### src/hw/mcr_consts.vh
// Purpose: Constants for chopper timing and load-adaptive current scaling
// Assumes: 50 MHz core_clk, word-indexed register port
// Notes:   Register index is printed value; chopper config lives at own index
//
// Contract
// - Hysteresis chopper decodes low field bits 10:7 as -3..12, units 1/512.
// - Off-time mode uses same field as sine offset -3..12 added to magnitude.
// - Hysteresis start bits 6:4 decode 1..8, added to low for start hysteresis.
// - Active hysteresis decrements by one every 16 clocks.
// - Off-time mode fast decay is 32 times {msb,6:4} clocks; zero means none.
// - Slow decay lasts 24 plus 32 times off-time field clocks.
// - Off-time field zero disables driver, all bridges off.
// - Filter bit 24 set updates load value once per four full steps.
// - Stall threshold bits 22:16 is signed -64..+63.
// - Minimum-current bit 15 limits reduction to half or quarter of run current.
// - Down-speed bits 14:13 decrement once per 32, 8, 2 or 1 values.
// - Load at or above (low+hyst+1)*32 decreases current.
// - Up-step bits 6:5 give increment 1, 2, 4 or 8.
// - Load below low limit times 32 increases current.
// - Zero lower limit switches load-adaptive control off.
// - Chopper select bit 14 picks hysteresis (0) or constant off time (1).
// - Bit 11 is fast decay time msb in off-time mode.
// - Blanking bits 16:15 select 16, 24, 36 or 54 clocks.
`ifndef MCR_CONSTS_VH
`define MCR_CONSTS_VH
`define MCR_IDX_CHOP_CONF   8'h6C
`define MCR_IDX_LOAD_CONF   8'h6D
`define MCR_IDX_STATUS      8'h6E
`define MCR_CHOP_RESET      32'h0000_0000
`define MCR_LOAD_RESET      32'h0000_0000
`define MCR_LOAD_MASK       32'h017F_EF6F
`define MCR_CHOP_MASK       32'h0001_CFFF
`define MCR_F_SLOW_LO       0
`define MCR_F_HSTART_LO     4
`define MCR_F_HLOW_LO       7
`define MCR_F_FDMSB         11
`define MCR_F_CHM           14
`define MCR_F_BLANK_LO      15
`define MCR_F_SEMIN_LO      0
`define MCR_F_SEUP_LO       5
`define MCR_F_SEMAX_LO      8
`define MCR_F_SEDN_LO       13
`define MCR_F_SEIMIN        15
`define MCR_F_SGT_LO        16
`define MCR_F_SFILT         24
`define MCR_HYST_DEC_CYC    5'd16
`define MCR_OFF_BASE_CYC    10'd24
`define MCR_CYC_UNIT        10'd32
`define MCR_HLOW_BIAS       6'd3
`define MCR_FILT_STEPS      2'd3
`define MCR_BLANK0          6'd16
`define MCR_BLANK1          6'd24
`define MCR_BLANK2          6'd36
`define MCR_BLANK3          6'd54
`endif

### src/hw/mcr_chop.v
// Purpose: Chopper phase timer: on, fast decay, slow decay, hysteresis decay
// Assumes: Current comparator input synchronous to core_clk
// Notes:   Bridge drive is a phase code; 0 means all bridges off
`timescale 1ns/10ps
`default_nettype none
`include "mcr_consts.vh"
module mcr_chop (
  // Clock and reset
  input  wire        core_clk,
  input  wire        rst_n,
  // Configuration
  input  wire [31:0] chop_cfg,
  // Comparator
  input  wire        cur_reached,
  // Outputs
  output reg  [1:0]  bridge_phase_q,
  output reg  [4:0]  hyst_active_q,
  output reg  [4:0]  sine_offset_q,
  output reg         driver_en_q
);
  localparam ST_OFF = 4'b0001;
  localparam ST_ON  = 4'b0010;
  localparam ST_FD  = 4'b0100;
  localparam ST_SD  = 4'b1000;
  reg  [3:0] state_q;
  reg  [9:0] cnt_q;
  reg  [3:0] hdiv_q;
  wire [3:0] slow_decay_time  = chop_cfg[`MCR_F_SLOW_LO+3:`MCR_F_SLOW_LO];
  wire [2:0] hysteresis_start = chop_cfg[`MCR_F_HSTART_LO+2:`MCR_F_HSTART_LO];
  wire [3:0] hysteresis_low   = chop_cfg[`MCR_F_HLOW_LO+3:`MCR_F_HLOW_LO];
  wire       chm              = chop_cfg[`MCR_F_CHM];
  wire [1:0] blanking_time    = chop_cfg[`MCR_F_BLANK_LO+1:`MCR_F_BLANK_LO];
  wire [3:0] fast_decay_time  = {chop_cfg[`MCR_F_FDMSB], hysteresis_start};
  wire [9:0] off_cyc = `MCR_OFF_BASE_CYC + {1'b0, slow_decay_time, 5'b0};
  wire [9:0] fd_cyc  = {1'b0, fast_decay_time, 5'b0};
  // Hysteresis kept in offset form: low+3 plus start+1 (range up to 23)
  wire [4:0] hyst_start = {1'b0, hysteresis_low} + {2'b0, hysteresis_start} + 5'd1;
  reg  [5:0] blank_cyc;
  always @* begin
    case (blanking_time)
      2'd0:    blank_cyc = `MCR_BLANK0;
      2'd1:    blank_cyc = `MCR_BLANK1;
      2'd2:    blank_cyc = `MCR_BLANK2;
      default: blank_cyc = `MCR_BLANK3;
    endcase
  end
  always @(posedge core_clk or negedge rst_n) begin
    if (!rst_n) begin
      state_q        <= ST_OFF;
      cnt_q          <= 10'h000;
      hdiv_q         <= 4'h0;
      bridge_phase_q <= 2'h0;
      hyst_active_q  <= 5'h00;
      sine_offset_q  <= 5'h00;
      driver_en_q    <= 1'b0;
    end else begin
      sine_offset_q <= chm ? {1'b0, hysteresis_low} : 5'h00;
      hdiv_q        <= hdiv_q + 4'h1;
      // Off-time mode has no hysteresis; clear at once so it never drops later
      if (chm)
        hyst_active_q <= 5'h00;
      else if (hdiv_q == 4'hF && hyst_active_q > {1'b0, hysteresis_low})
        hyst_active_q <= hyst_active_q - 5'h01;
      if (slow_decay_time == 4'h0) begin
        state_q        <= ST_OFF;
        bridge_phase_q <= 2'h0;
        driver_en_q    <= 1'b0;
      end else begin
        driver_en_q <= 1'b1;
        case (state_q)
          ST_OFF: begin
            state_q        <= ST_ON;
            cnt_q          <= 10'h000;
            bridge_phase_q <= 2'h1;
            hyst_active_q  <= chm ? 5'h00 : hyst_start;
            hdiv_q         <= 4'h0;
          end
          ST_ON: begin
            cnt_q <= cnt_q + 10'h001;
            // Comparator ignored during blanking to skip switching spikes
            if (cnt_q >= {4'h0, blank_cyc} && cur_reached) begin
              cnt_q <= 10'h000;
              if (chm && fd_cyc != 10'h000) begin
                state_q        <= ST_FD;
                bridge_phase_q <= 2'h2;
              end else begin
                state_q        <= ST_SD;
                bridge_phase_q <= 2'h3;
              end
            end
          end
          ST_FD: begin
            cnt_q <= cnt_q + 10'h001;
            if (cnt_q + 10'h001 >= fd_cyc) begin
              cnt_q          <= 10'h000;
              state_q        <= ST_SD;
              bridge_phase_q <= 2'h3;
            end
          end
          ST_SD: begin
            cnt_q <= cnt_q + 10'h001;
            if (cnt_q + 10'h001 >= off_cyc) begin
              cnt_q          <= 10'h000;
              state_q        <= ST_ON;
              bridge_phase_q <= 2'h1;
              hyst_active_q  <= chm ? 5'h00 : hyst_start;
              // Step timer restarts so each on phase gets full 16-clock steps
              hdiv_q         <= 4'h0;
            end
          end
          default: state_q <= ST_OFF;
        endcase
      end
    end
  end
endmodule // mcr_chop
`default_nettype wire

### src/hw/mcr_adapt.v
// Purpose: Load-adaptive current scale stepping
// Assumes: load_valid pulses once per new load measurement
// Notes:   Scale is 5 bits like run current
`timescale 1ns/10ps
`default_nettype none
`include "mcr_consts.vh"
module mcr_adapt (
  // Clock and reset
  input  wire        core_clk,
  input  wire        rst_n,
  // Configuration
  input  wire [31:0] load_cfg,
  input  wire [4:0]  run_current,
  // Load measurement
  input  wire        load_valid,
  input  wire [9:0]  load_value,
  // Outputs
  output reg  [4:0]  cur_scale_q
);
  wire [3:0] semin  = load_cfg[`MCR_F_SEMIN_LO+3:`MCR_F_SEMIN_LO];
  wire [1:0] seup   = load_cfg[`MCR_F_SEUP_LO+1:`MCR_F_SEUP_LO];
  wire [3:0] semax  = load_cfg[`MCR_F_SEMAX_LO+3:`MCR_F_SEMAX_LO];
  wire [1:0] sedn   = load_cfg[`MCR_F_SEDN_LO+1:`MCR_F_SEDN_LO];
  wire       seimin = load_cfg[`MCR_F_SEIMIN];
  wire [10:0] lo_thr = {2'b0, semin, 5'b0};
  wire [10:0] hi_thr = {1'b0, {1'b0, semin} + {1'b0, semax} + 5'd1, 5'b0};
  wire [4:0]  min_cur = seimin ? {2'b0, run_current[4:2]} : {1'b0, run_current[4:1]};
  wire [5:0]  up_step = 6'd1 << seup;
  reg  [4:0]  dn_div;
  reg  [4:0]  dn_cnt_q;
  wire [5:0]  up_sum = {1'b0, cur_scale_q} + up_step;
  always @* begin
    case (sedn)
      2'd0:    dn_div = 5'd31;
      2'd1:    dn_div = 5'd7;
      2'd2:    dn_div = 5'd1;
      default: dn_div = 5'd0;
    endcase
  end
  always @(posedge core_clk or negedge rst_n) begin
    if (!rst_n) begin
      cur_scale_q <= 5'h00;
      dn_cnt_q    <= 5'h00;
    end else if (semin == 4'h0) begin
      cur_scale_q <= run_current;
      dn_cnt_q    <= 5'h00;
    end else if (cur_scale_q > run_current) begin
      cur_scale_q <= run_current;
    end else if (cur_scale_q < min_cur) begin
      cur_scale_q <= min_cur;
    end else if (load_valid) begin
      if ({1'b0, load_value} < lo_thr) begin
        dn_cnt_q    <= 5'h00;
        cur_scale_q <= (up_sum > {1'b0, run_current}) ? run_current : up_sum[4:0];
      end else if ({1'b0, load_value} >= hi_thr) begin
        if (dn_cnt_q >= dn_div) begin
          dn_cnt_q <= 5'h00;
          if (cur_scale_q > min_cur)
            cur_scale_q <= cur_scale_q - 5'h01;
        end else begin
          dn_cnt_q <= dn_cnt_q + 5'h01;
        end
      end
    end
  end
endmodule // mcr_adapt
`default_nettype wire

### src/hw/mcr_top.v
// Purpose: Register port, load filter and stall compare around chopper and adaptive scale
// Assumes: Load measurement and full-step strobe from logic on core_clk
// Notes:   Comparator pin is synchronised; read data valid one cycle after strobe
`timescale 1ns/10ps
`default_nettype none
`include "mcr_consts.vh"
module mcr_top (
  // Clock and reset
  input  wire        core_clk,
  input  wire        rst_n,
  // Register port
  input  wire [7:0]  reg_addr,
  input  wire [31:0] reg_wdata,
  input  wire        reg_wr,
  input  wire        reg_rd,
  output reg  [31:0] reg_rdata_q,
  // Motor side
  input  wire [4:0]  run_current,
  input  wire        cur_cmp_pin,
  input  wire        load_meas_valid,
  input  wire [9:0]  load_meas,
  input  wire        full_step,
  output wire [1:0]  bridge_phase,
  output wire        driver_en,
  output wire [4:0]  hyst_active,
  output wire [4:0]  sine_offset,
  output wire [4:0]  cur_scale,
  output reg         stall_q,
  output reg  [9:0]  load_filt_q
);
  reg  [31:0] chop_cfg_q;
  reg  [31:0] load_cfg_q;
  reg         cmp_s1_q;
  reg         cmp_s2_q;
  reg  [1:0]  fs_cnt_q;
  reg         filt_valid_q;
  wire        sfilt = load_cfg_q[`MCR_F_SFILT];
  wire signed [6:0] sgt = load_cfg_q[`MCR_F_SGT_LO+6:`MCR_F_SGT_LO];
  // Stall when load plus threshold*32 reaches zero: a higher threshold needs more torque
  wire signed [12:0] stall_thr = 13'h0000 - {sgt[6], sgt, 5'h00};
  // ------------------------------------------------------------
  // Register port
  // ------------------------------------------------------------
  always @(posedge core_clk or negedge rst_n) begin
    if (!rst_n) begin
      chop_cfg_q  <= `MCR_CHOP_RESET;
      load_cfg_q  <= `MCR_LOAD_RESET;
      reg_rdata_q <= 32'h0000_0000;
    end else begin
      if (reg_wr && reg_addr == `MCR_IDX_CHOP_CONF)
        chop_cfg_q <= reg_wdata & `MCR_CHOP_MASK;
      if (reg_wr && reg_addr == `MCR_IDX_LOAD_CONF)
        load_cfg_q <= reg_wdata & `MCR_LOAD_MASK;
      reg_rdata_q <= 32'h0000_0000;
      if (reg_rd) begin
        case (reg_addr)
          `MCR_IDX_CHOP_CONF: reg_rdata_q <= chop_cfg_q;
          `MCR_IDX_LOAD_CONF: reg_rdata_q <= load_cfg_q;
          `MCR_IDX_STATUS:    reg_rdata_q <= {load_filt_q, 1'b0, stall_q, driver_en,
                                              cur_scale, hyst_active, bridge_phase, 7'h00};
          default:            reg_rdata_q <= 32'h0000_0000;
        endcase
      end
    end
  end
  // ------------------------------------------------------------
  // Comparator sync, load filter, stall compare
  // ------------------------------------------------------------
  always @(posedge core_clk or negedge rst_n) begin
    if (!rst_n) begin
      cmp_s1_q     <= 1'b0;
      cmp_s2_q     <= 1'b0;
      fs_cnt_q     <= 2'h0;
      filt_valid_q <= 1'b0;
      load_filt_q  <= 10'h000;
      stall_q      <= 1'b0;
    end else begin
      cmp_s1_q     <= cur_cmp_pin;
      cmp_s2_q     <= cmp_s1_q;
      filt_valid_q <= 1'b0;
      if (full_step)
        fs_cnt_q <= fs_cnt_q + 2'h1;
      if (load_meas_valid && (!sfilt || (full_step && fs_cnt_q == `MCR_FILT_STEPS))) begin
        load_filt_q  <= load_meas;
        filt_valid_q <= 1'b1;
        stall_q      <= $signed({3'b000, load_meas}) <= stall_thr;
      end
    end
  end
  mcr_chop u_chop (
    .core_clk       (core_clk),
    .rst_n          (rst_n),
    .chop_cfg       (chop_cfg_q),
    .cur_reached    (cmp_s2_q),
    .bridge_phase_q (bridge_phase),
    .hyst_active_q  (hyst_active),
    .sine_offset_q  (sine_offset),
    .driver_en_q    (driver_en)
  );
  mcr_adapt u_adapt (
    .core_clk    (core_clk),
    .rst_n       (rst_n),
    .load_cfg    (load_cfg_q),
    .run_current (run_current),
    .load_valid  (filt_valid_q),
    .load_value  (load_filt_q),
    .cur_scale_q (cur_scale)
  );
endmodule // mcr_top
`default_nettype wire

### config.mk
export PLATFORM = sky130hd
export DESIGN_NAME = mcr_top
export DESIGN_NICKNAME = d
export VERILOG_FILES = /design/src/hw/mcr_chop.v /design/src/hw/mcr_adapt.v /design/src/hw/mcr_top.v
export VERILOG_INCLUDE_DIRS = /design/src /design/src/hw
export SDC_FILE = /design/constraint.sdc
export NUM_CORES = 1
export LEC_CHECK = 0
export ABC_AREA = 1
export BUFFER_PORTS_ARGS = -buffer_cell sky130_fd_sc_hd__buf_4
export CORE_MARGIN = 3
export CORE_UTILIZATION = 60
export DETAILED_ROUTE_END_ITERATION = 6
export PLACE_DENSITY = 0.85
export SYNTH_ARGS = -nofsm -noshare
export SYNTH_HDL_FRONTEND = slang
export SYNTH_SLANG_ARGS = --single-unit
### constraint.sdc
create_clock -name core_clk -period 7.6 [get_ports core_clk]
set_input_delay 0.38 -clock core_clk [delete_from_list [all_inputs] [get_ports core_clk]]
set_output_delay 0.38 -clock core_clk [all_outputs]
set_load 0.05 [all_outputs]
==> results of run 1 <==
-- power groups by stage --
stage               Clock (W)  Sequential, W  Combinational, W
finish               0.000797       0.000792          0.000710
global route         0.000830       0.000800          0.000790
CTS                  0.000801       0.000791          0.000705
detailed placement          0       0.000800          0.000691
global placement            0       0.000799          0.000667
floorplan                   0       0.000878          0.000405
-- state kept, by name, indices dropped and copies added (netlist names) --
| signal | count |
|---|---|
| u_chop.sine_offset_q | 4 |
| u_adapt.dn_cnt_q | 5 |
| cmp_s1_q | 1 |
| load_filt_q | 10 |
| u_chop.state_q | 4 |
| filt_valid_q | 1 |
| chop_cfg_q | 15 |
| u_chop.bridge_phase_q | 2 |
| stall_q | 1 |
| fs_cnt_q | 2 |
| u_adapt.cur_scale_q | 5 |
| cmp_s2_q | 1 |
| u_chop.hdiv_q | 4 |
| reg_rdata_q | 32 |
| u_chop.cnt_q | 10 |
| u_chop.hyst_active_q | 5 |
| load_cfg_q | 21 |
| u_chop.driver_en_q | 1 |
-- worst min path at each step --
stage	start	endpoint	slack, ns	cells past startpoint
2_1_floorplan	rst_n	chop_cfg_q[0]$_DFFE_PN0P_	0.08	0
3_3_place_gp	cmp_s1_q$_DFF_PN0_	cmp_s2_q$_DFF_PN0_	0.33	0
3_5_place_dp	cmp_s1_q$_DFF_PN0_	cmp_s2_q$_DFF_PN0_	0.34	0
4_1_cts	cur_cmp_pin	cmp_s1_q$_DFF_PN0_	0.06	1
5_1_grt	cur_cmp_pin	cmp_s1_q$_DFF_PN0_	0.06	1
6_report	rst_n	u_chop.hdiv_q[2]$_DFF_PN0_	0.06	1
-- stage by stage --
stage               instance area, sq um  utilization
finish                              9220        0.752
global route                        9220        0.752
CTS                                 9220        0.752
detailed placement                  8640        0.704
global placement                    8640        0.704
floorplan                           7650            -
-- kinds of logic (layout without fill, tap and decap cells) --
group / Yosys count / count (layout) / share of synthesized area
xor gates and xnor gates: 20 / 20 / 0.0229
adders and majority gates: 70 / 70 / 0.117
muxes: 5 / 5 / 0.00735
and+or+nand+nor: 440 / 440 / 0.254
other: 1 / 1 / 0.000490
AOI/OAI and AO/OA: 138 / 138 / 0.101
DFF: 124 / 124 / 0.406
buffers and inverters: 181 / 309 / 0.0910
-- cell usage in the layout (no fill, tap or decap), drive strengths merged --
| cell type | Yosys | routed |
|---|---|---|
| buf | 5 | 113 |
| o21a | 1 | 1 |
| conb | 1 | 1 |
| clkinvlp | 0 | 1 |
| nor3 | 13 | 13 |
| nand3b | 3 | 3 |
| ha | 67 | 67 |
| and3 | 1 | 1 |
| o221ai | 5 | 5 |
| fa | 3 | 3 |
| a31oi | 1 | 1 |
| o21bai | 3 | 3 |
| o211ai | 3 | 3 |
| dfrtp | 123 | 123 |
| or2 | 1 | 1 |
| a21oi | 49 | 49 |
| o22ai | 9 | 9 |
| nand3 | 68 | 68 |
| clkbuf | 11 | 24 |
| nand4 | 27 | 27 |
| mux2 | 5 | 5 |
| nor2 | 89 | 89 |
| clkinv | 3 | 7 |
| dfstp | 1 | 1 |
| a211oi | 1 | 1 |
| nand2 | 232 | 232 |
| xnor2 | 6 | 6 |
| o21ai | 65 | 65 |
| nor4 | 6 | 6 |
| a21o | 1 | 1 |
| inv | 162 | 162 |
| bufinv | 0 | 2 |
| xor2 | 14 | 14 |
-- area by class of cell --
cell class / count / share of cell area
flip-flops and latches: 124 / 0.337
multi-input cells: 674 / 0.418
inverters: 165 / 0.0672
repair buffers: 113 / 0.0921
clock buffers: 24 / 0.0534
clock inverters: 7 / 0.00950
well taps: 168 / 0.0228
-- per-layer routing --
layer	share of wire	vias up
met1	0.42	3306
met5	0	-
met3	0.081	49
met4	0.026	0
li1	-	3418
met2	0.47	323
==> impl_metrics.toml, run 1 <==
[run_status]
status = "complete, no violations"

[place]
hpwl_microns = 14600
placedCellCount = 1244
io_buffer_count = 112
post-place-ws_ns = 4.69
place_congestion = 0.935

[timing]
min_period_over_period = 0.390
worst_slack_ns = 4.64
slew_headroom = 0.314
worst_pin_slew_ns = 1.03
slew_viol_final = 0
setup_tns_ns = 0
finalClockSkew_ns = 0.00609
grt_setup_unrepaired = "no"
setup_violations = 0
fin_crit_ns = 2.96
hold_viol = 0
whs_ns = 0.0576
fmax_mhz = 338

[cts]
holdBufCountCts = 0
path_clk_slew_ns = 0.06
insertion_delay_ns = 0.42
cts_tree = "yes"
cts_root_buffer = "clkbuf_16"
numClockSinks = 124
cts_buffers = 17
clockBufferDepth = 2
cts-resized-gates = 0
htreeDepth = 4
cts_setup_buffers = 0

[floorplan]
start_util = 0.624
ios = 123
die_w_microns = 119
dieArea_sq_mm = 0.0141
core_area_sq_mm = 0.0123
die_y_microns = 119
rows = 40

[setup_path]
cp_num_buf_inv = 3
cpLargestDelayFamily = "adder cells"
crit_fanout = 6
worstReg2RegStart = "load_cfg_q[0]$_DFFE_PN0P_"
cpPeakStageDelay_ns = 0.42
slowest_stage = "dfrtp_1"
cp-start-kind = "register"
cp-startpoint = "load_cfg_q[0]$_DFFE_PN0P_"
cp.required_ns = 7.90
crit_type = "register to register"
r2r_slack_ns = 4.64
critPathArrivalTime_ns = 3.26
worstSetupPathDepth = 17
ff2ff_path_depth = 17
path_cells = "inv_1 -> ha_1 -> inv_1 -> fa_1 -> a21o_1 -> a21oi_1 -> ha_1 -> a21oi_1 -> o21ai_0 -> nor2_1 -> nand3_1 -> nand2_1 -> nor2_1 -> nor2_2 -> inv_1 -> nor2_1 -> a21oi_1"
r2r-end = "u_adapt.cur_scale_q[3]$_DFFE_PN0P_"
crit_end = "u_adapt.cur_scale_q[3]$_DFFE_PN0P_"
crit_path_end_kind = "register"

[flow_run]
cap_violations = 0

[logic_synthesis]
synth_edf_count = 0
syn-instance-count = 979
syn_area_sq_mm = 0.00765
synth_fp_nets = 1111
synth_top_area_cell = "dfrtp_1"
ys_types = 44
ys_seq_area_frac = 0.406
synth_most_common_cell = "nand2_1"
synthTopCellsByArea = "dfrtp_1 40%, nand2_1 11%, ha_1 11%"
ys_dominant_reg_cell = "dfrtp_1"
synthTopCellsByCount = "227 x nand2_1, 159 x inv_1, 123 x dfrtp_1"
synthArstFlopShare = 1.00
yosysWarnings = 0
syn_avg_cell_area_sq_um = 7.82
synth_top_area_share = 0.402
synth_seq_cells = 124

[routing]
drt-initial-drc-count = 768
ant_nets = 0
vias = 7096
drtPass1Iterations = 5
wl_per_cell_microns = 15.8
viasPerCell = 5.57
drc = 0
wl_microns = 20200

[pwr]
seqPwrFrac = 0.345
p_sw_frac = 0.357
vdd_ir_drop_max_v = 0.000176
power_density_mw_per_mm2 = 249
p_leak_nw = 4.97
p_clk_frac = 0.346
p_int_w = 0.00148
power_frac_comb = 0.309
power.total_w = 0.00230
p_switching_w = 0.000821

[global_routing]
grt_max_degree = 66
grt_pass1_wl_microns = 32700
use_met2 = 0.461
grtUsageMet1 = 0.384
grt_overflow_total = 0
grtUsageMet3 = 0.0708
grt_pass1_vias = 6836
grt_use_total = 0.290
grt_antenna_before_repair = 0
gr-max-usage-layer = "met2"

[final_layout]
antenna_cells = 0
nets = 1227
final_cell_count_no_fill = 1275
area_growth_pct = 20.4
drive_above_1_share = 0.156
multiInputGateArea_sq_mm = 0.00385
register_area_sq_mm = 0.00310
n_fill_cell = 897

[hold_path]
hold_class = "input port to asynchronous set/reset pin"
No activity file was read; power rests on OpenSTA's default activity.
==> run 2: changes to the inputs <==
--- a/config.mk
+++ b/config.mk
@@ -6,12 +6,12 @@
 export SDC_FILE = /design/constraint.sdc
 export NUM_CORES = 1
 export LEC_CHECK = 0
-export ABC_AREA = 1
+export ABC_AREA = 0
 export BUFFER_PORTS_ARGS = -buffer_cell sky130_fd_sc_hd__buf_4
 export CORE_MARGIN = 3
-export CORE_UTILIZATION = 60
+export CORE_UTILIZATION = 57
 export DETAILED_ROUTE_END_ITERATION = 6
-export PLACE_DENSITY = 0.85
+export PLACE_DENSITY = 0.82
 export SYNTH_ARGS = -nofsm -noshare
 export SYNTH_HDL_FRONTEND = slang
 export SYNTH_SLANG_ARGS = --single-unit
==> constraint.sdc (replaced) <==
create_clock -name core_clk -period 2.9 [get_ports core_clk]
set_input_delay 0.145 -clock core_clk [delete_from_list [all_inputs] [get_ports core_clk]]
set_output_delay 0.145 -clock core_clk [all_outputs]
set_load 0.05 [all_outputs]
==> impl_metrics.toml, run 2 <==
[run_status]
status = "finished, violations left"
violations = "setup timing"

[setup_path]
crit_fanout = 5
cp-start-kind = "register"
worstReg2RegStart = "load_cfg_q[5]$_DFFE_PN0P_"
slowest_stage = "dfrtp_1"
cp_num_buf_inv = 2
cpPeakStageDelay_ns = 0.43
cp-startpoint = "load_cfg_q[5]$_DFFE_PN0P_"
crit_type = "register to register"
critPathArrivalTime_ns = 3.47
cp.required_ns = 3.19
cpLargestDelayFamily = "compound AO/OA/AOI/OAI gates"
path_cells = "nor2b_4 -> buf_6 -> fa_2 -> a21o_1 -> a21oi_2 -> xnor2_2 -> ha_1 -> nor2_2 -> a21oi_2 -> o31ai_4 -> nand4_1 -> buf_6 -> mux2_4 -> o21ai_2 -> a31oi_1"
crit_path_end_kind = "register"
ff2ff_path_depth = 15
worstSetupPathDepth = 15

[place]
hpwl_microns = 14900
place_congestion = 0.963
post-place-ws_ns = -0.239
io_buffer_count = 112

[pwr]
p_leak_nw = 4.99
vdd_ir_drop_max_v = 0.000630
power_density_mw_per_mm2 = 650

[global_routing]
grt_pass1_wl_microns = 36000
grt_use_total = 0.322
grt_max_degree = 63
gr-max-usage-layer = "met2"
grt_antenna_before_repair = 1
use_met2 = 0.570
grtUsageMet3 = 0.0584
grt_overflow_total = 0
grtUsageMet1 = 0.371
grt_pass1_vias = 7082

[timing]
grt_setup_unrepaired = "yes"
slew_viol_final = 0
min_period_over_period = 1.10
setup_violations = 27
setup_tns_ns = -2.74
slew_headroom = 0.319
hold_viol = 0
worst_slack_ns = -0.283
fmax_mhz = 314
worst_pin_slew_ns = 1.02
fin_crit_ns = 3.18
finalClockSkew_ns = 0.00722

[logic_synthesis]
syn-instance-count = 748
ys_types = 62
synthAdderAreaFrac = 0.123
synth_most_common_cell = "dfrtp_1"
ys_dominant_reg_cell = "dfrtp_1"
syn_avg_cell_area_sq_um = 9.74
ys_seq_area_frac = 0.426
synth_top_family_by_area = "simple AND/OR/NAND/NOR gates"
synth_compound_area_frac = 0.122
synth_edf_count = 0
synth-xor-area-share = 0.0323
synth_top_area_cell = "dfrtp_1"
yosysWarnings = 0
syn_area_sq_mm = 0.00729
synthMuxAreaShare = 0.0786
synthSimpleGateAreaFrac = 0.177
synthTopCellsByCount = "123 x dfrtp_1, 80 x nand2_1, 67 x ha_1"
synth_seq_cells = 124
synthArstFlopShare = 1.00
synth_top_area_share = 0.422
synth_fp_nets = 880
synthTopCellsByArea = "dfrtp_1 42%, ha_1 12%, mux2_2 6.5%"

[hold_path]
whs_path_depth = 3
hp-start = "run_current[0]"
hold_class = "input port to register"

[routing]
drc = 0
drtPass1Iterations = 5
wl_per_cell_microns = 21.5
vias = 7001
viasPerCell = 6.15
wl_microns = 24400
drt-initial-drc-count = 752
ant_nets = 0

[flow_run]
cap_violations = 0

[cts]
path_clk_slew_ns = 0.05
htreeDepth = 4
cts_tree = "yes"
cts_buffers = 17
insertion_delay_ns = 0.42
cts_root_buffer = "clkbuf_16"
clockBufferDepth = 2
numClockSinks = 124

[floorplan]
die_w_microns = 119
core_area_sq_mm = 0.0123
die_y_microns = 119
dieArea_sq_mm = 0.0142
start_util = 0.594
ios = 123
rows = 40

[final_layout]
drive_above_1_share = 0.348
layout_commonest_cell = "buf_4"
nets = 1088
largest_reg_flops = 32
final_cell_mix = "165 x buf_4, 117 x dfrtp_1, 77 x nand2_1"
register_area_sq_mm = 0.00311
reg_top3 = "reg_rdata_q (32), load_cfg_q (21), chop_cfg_q (15)"
multiInputGateArea_sq_mm = 0.00437
largest-register = "reg_rdata_q"
area_growth_pct = 40.2
n_fill_cell = 619
## run 2: cell count changes in the layout (fill, tap and decap cells not counted), sizes merged, moves of 11 or more
cell         change
a22oi           +14
nand4           -22
nor2            -24
a21oi           -12
nor2b           +19
buf             +64
inv            -109
and3            +11
o21ai           -31
and2            +11
nand3           -50
mux2            +37
dlygate4sd3     +35
nand2          -152
## run 2: metal layers
metal | share of wire | vias up
met5 | 0 | -
met4 | 0.051 | 0
met3 | 0.066 | 110
met2 | 0.52 | 393
met1 | 0.36 | 3449
li1 | - | 3049
## run 2: what timing repair did
action / in CTS / in global routing
pin swaps: 18 / 49
hold endpoints to repair: 101 / 1
setup buffers: 10 / 10
endpoints found under the setup margin: 24 / 32
gates resized for setup: 38 / 73
hold buffers: 34 / 1
cloned: 0 / 1
## run 2: worst min-delay path: stages
cell and delay, ns:
buf_4 0.12, a21oi_1 0.06, o21ai_1 0.06
## run 2: cell families (layout without fill, tap and decap cells)
family | Yosys count | in the layout
AOI/OAI and AO/OA | 138 | 138
DFF | 124 | 124
adders and majority gates | 70 | 70
buffers and inverters | 76 | 297
and+or+nand+nor | 261 | 261
xor gates and xnor gates | 26 | 26
other | 1 | 2
muxes | 52 | 52
## run 2: power by group
part / switching, W / internal, W / total [W]
clock: 0.000805 / 0.00137 / 0.00217
sequential: 0.000218 / 0.00189 / 0.00211
combinational: 0.00132 / 0.00104 / 0.00236
## run 2: cell type report
| type | count | area share |
|---|---|---|
| clock buffers | 21 | 0.0441 |
| well taps | 168 | 0.0206 |
| diodes | 1 | 0.000245 |
| repair buffers | 212 | 0.170 |
| clock inverters | 11 | 0.0138 |
| multi-input cells | 548 | 0.427 |
| inverters | 53 | 0.0195 |
| flip-flops and latches | 124 | 0.305 |
## run 2: final timing paths
kind | endpoint | slack [ns]
max reg2reg | u_adapt.cur_scale_q[4]$_DFFE_PN0P_ | -0.28
max in group asynchronous | u_chop.cnt_q[1]$_DFFE_PN0P_ | 1.68
min reg2reg | cmp_s2_q$_DFF_PN0_ | 0.36
max | u_adapt.cur_scale_q[4]$_DFFE_PN0P_ | -0.28
min in group asynchronous | load_filt_q[7]$_DFFE_PN0P_ | 0.39
min | u_adapt.cur_scale_q[0]$_DFFE_PN0P_ | 0.008
## run 2: per-stage QoR
stage	hold WS [ns]	area [sq um]	total power, W	utilization	cells
after floorplan	-0.151	7360	0.00330	-	748
after global placement	0.255	8650	0.00386	0.705	1049
after detailed placement	0.256	8650	0.00397	0.705	1049
after CTS	0.00171	9820	0.00632	0.801	1125
after global routing	0.0109	10200	0.00689	0.833	1138
final	0.00816	10200	0.00664	0.833	1138
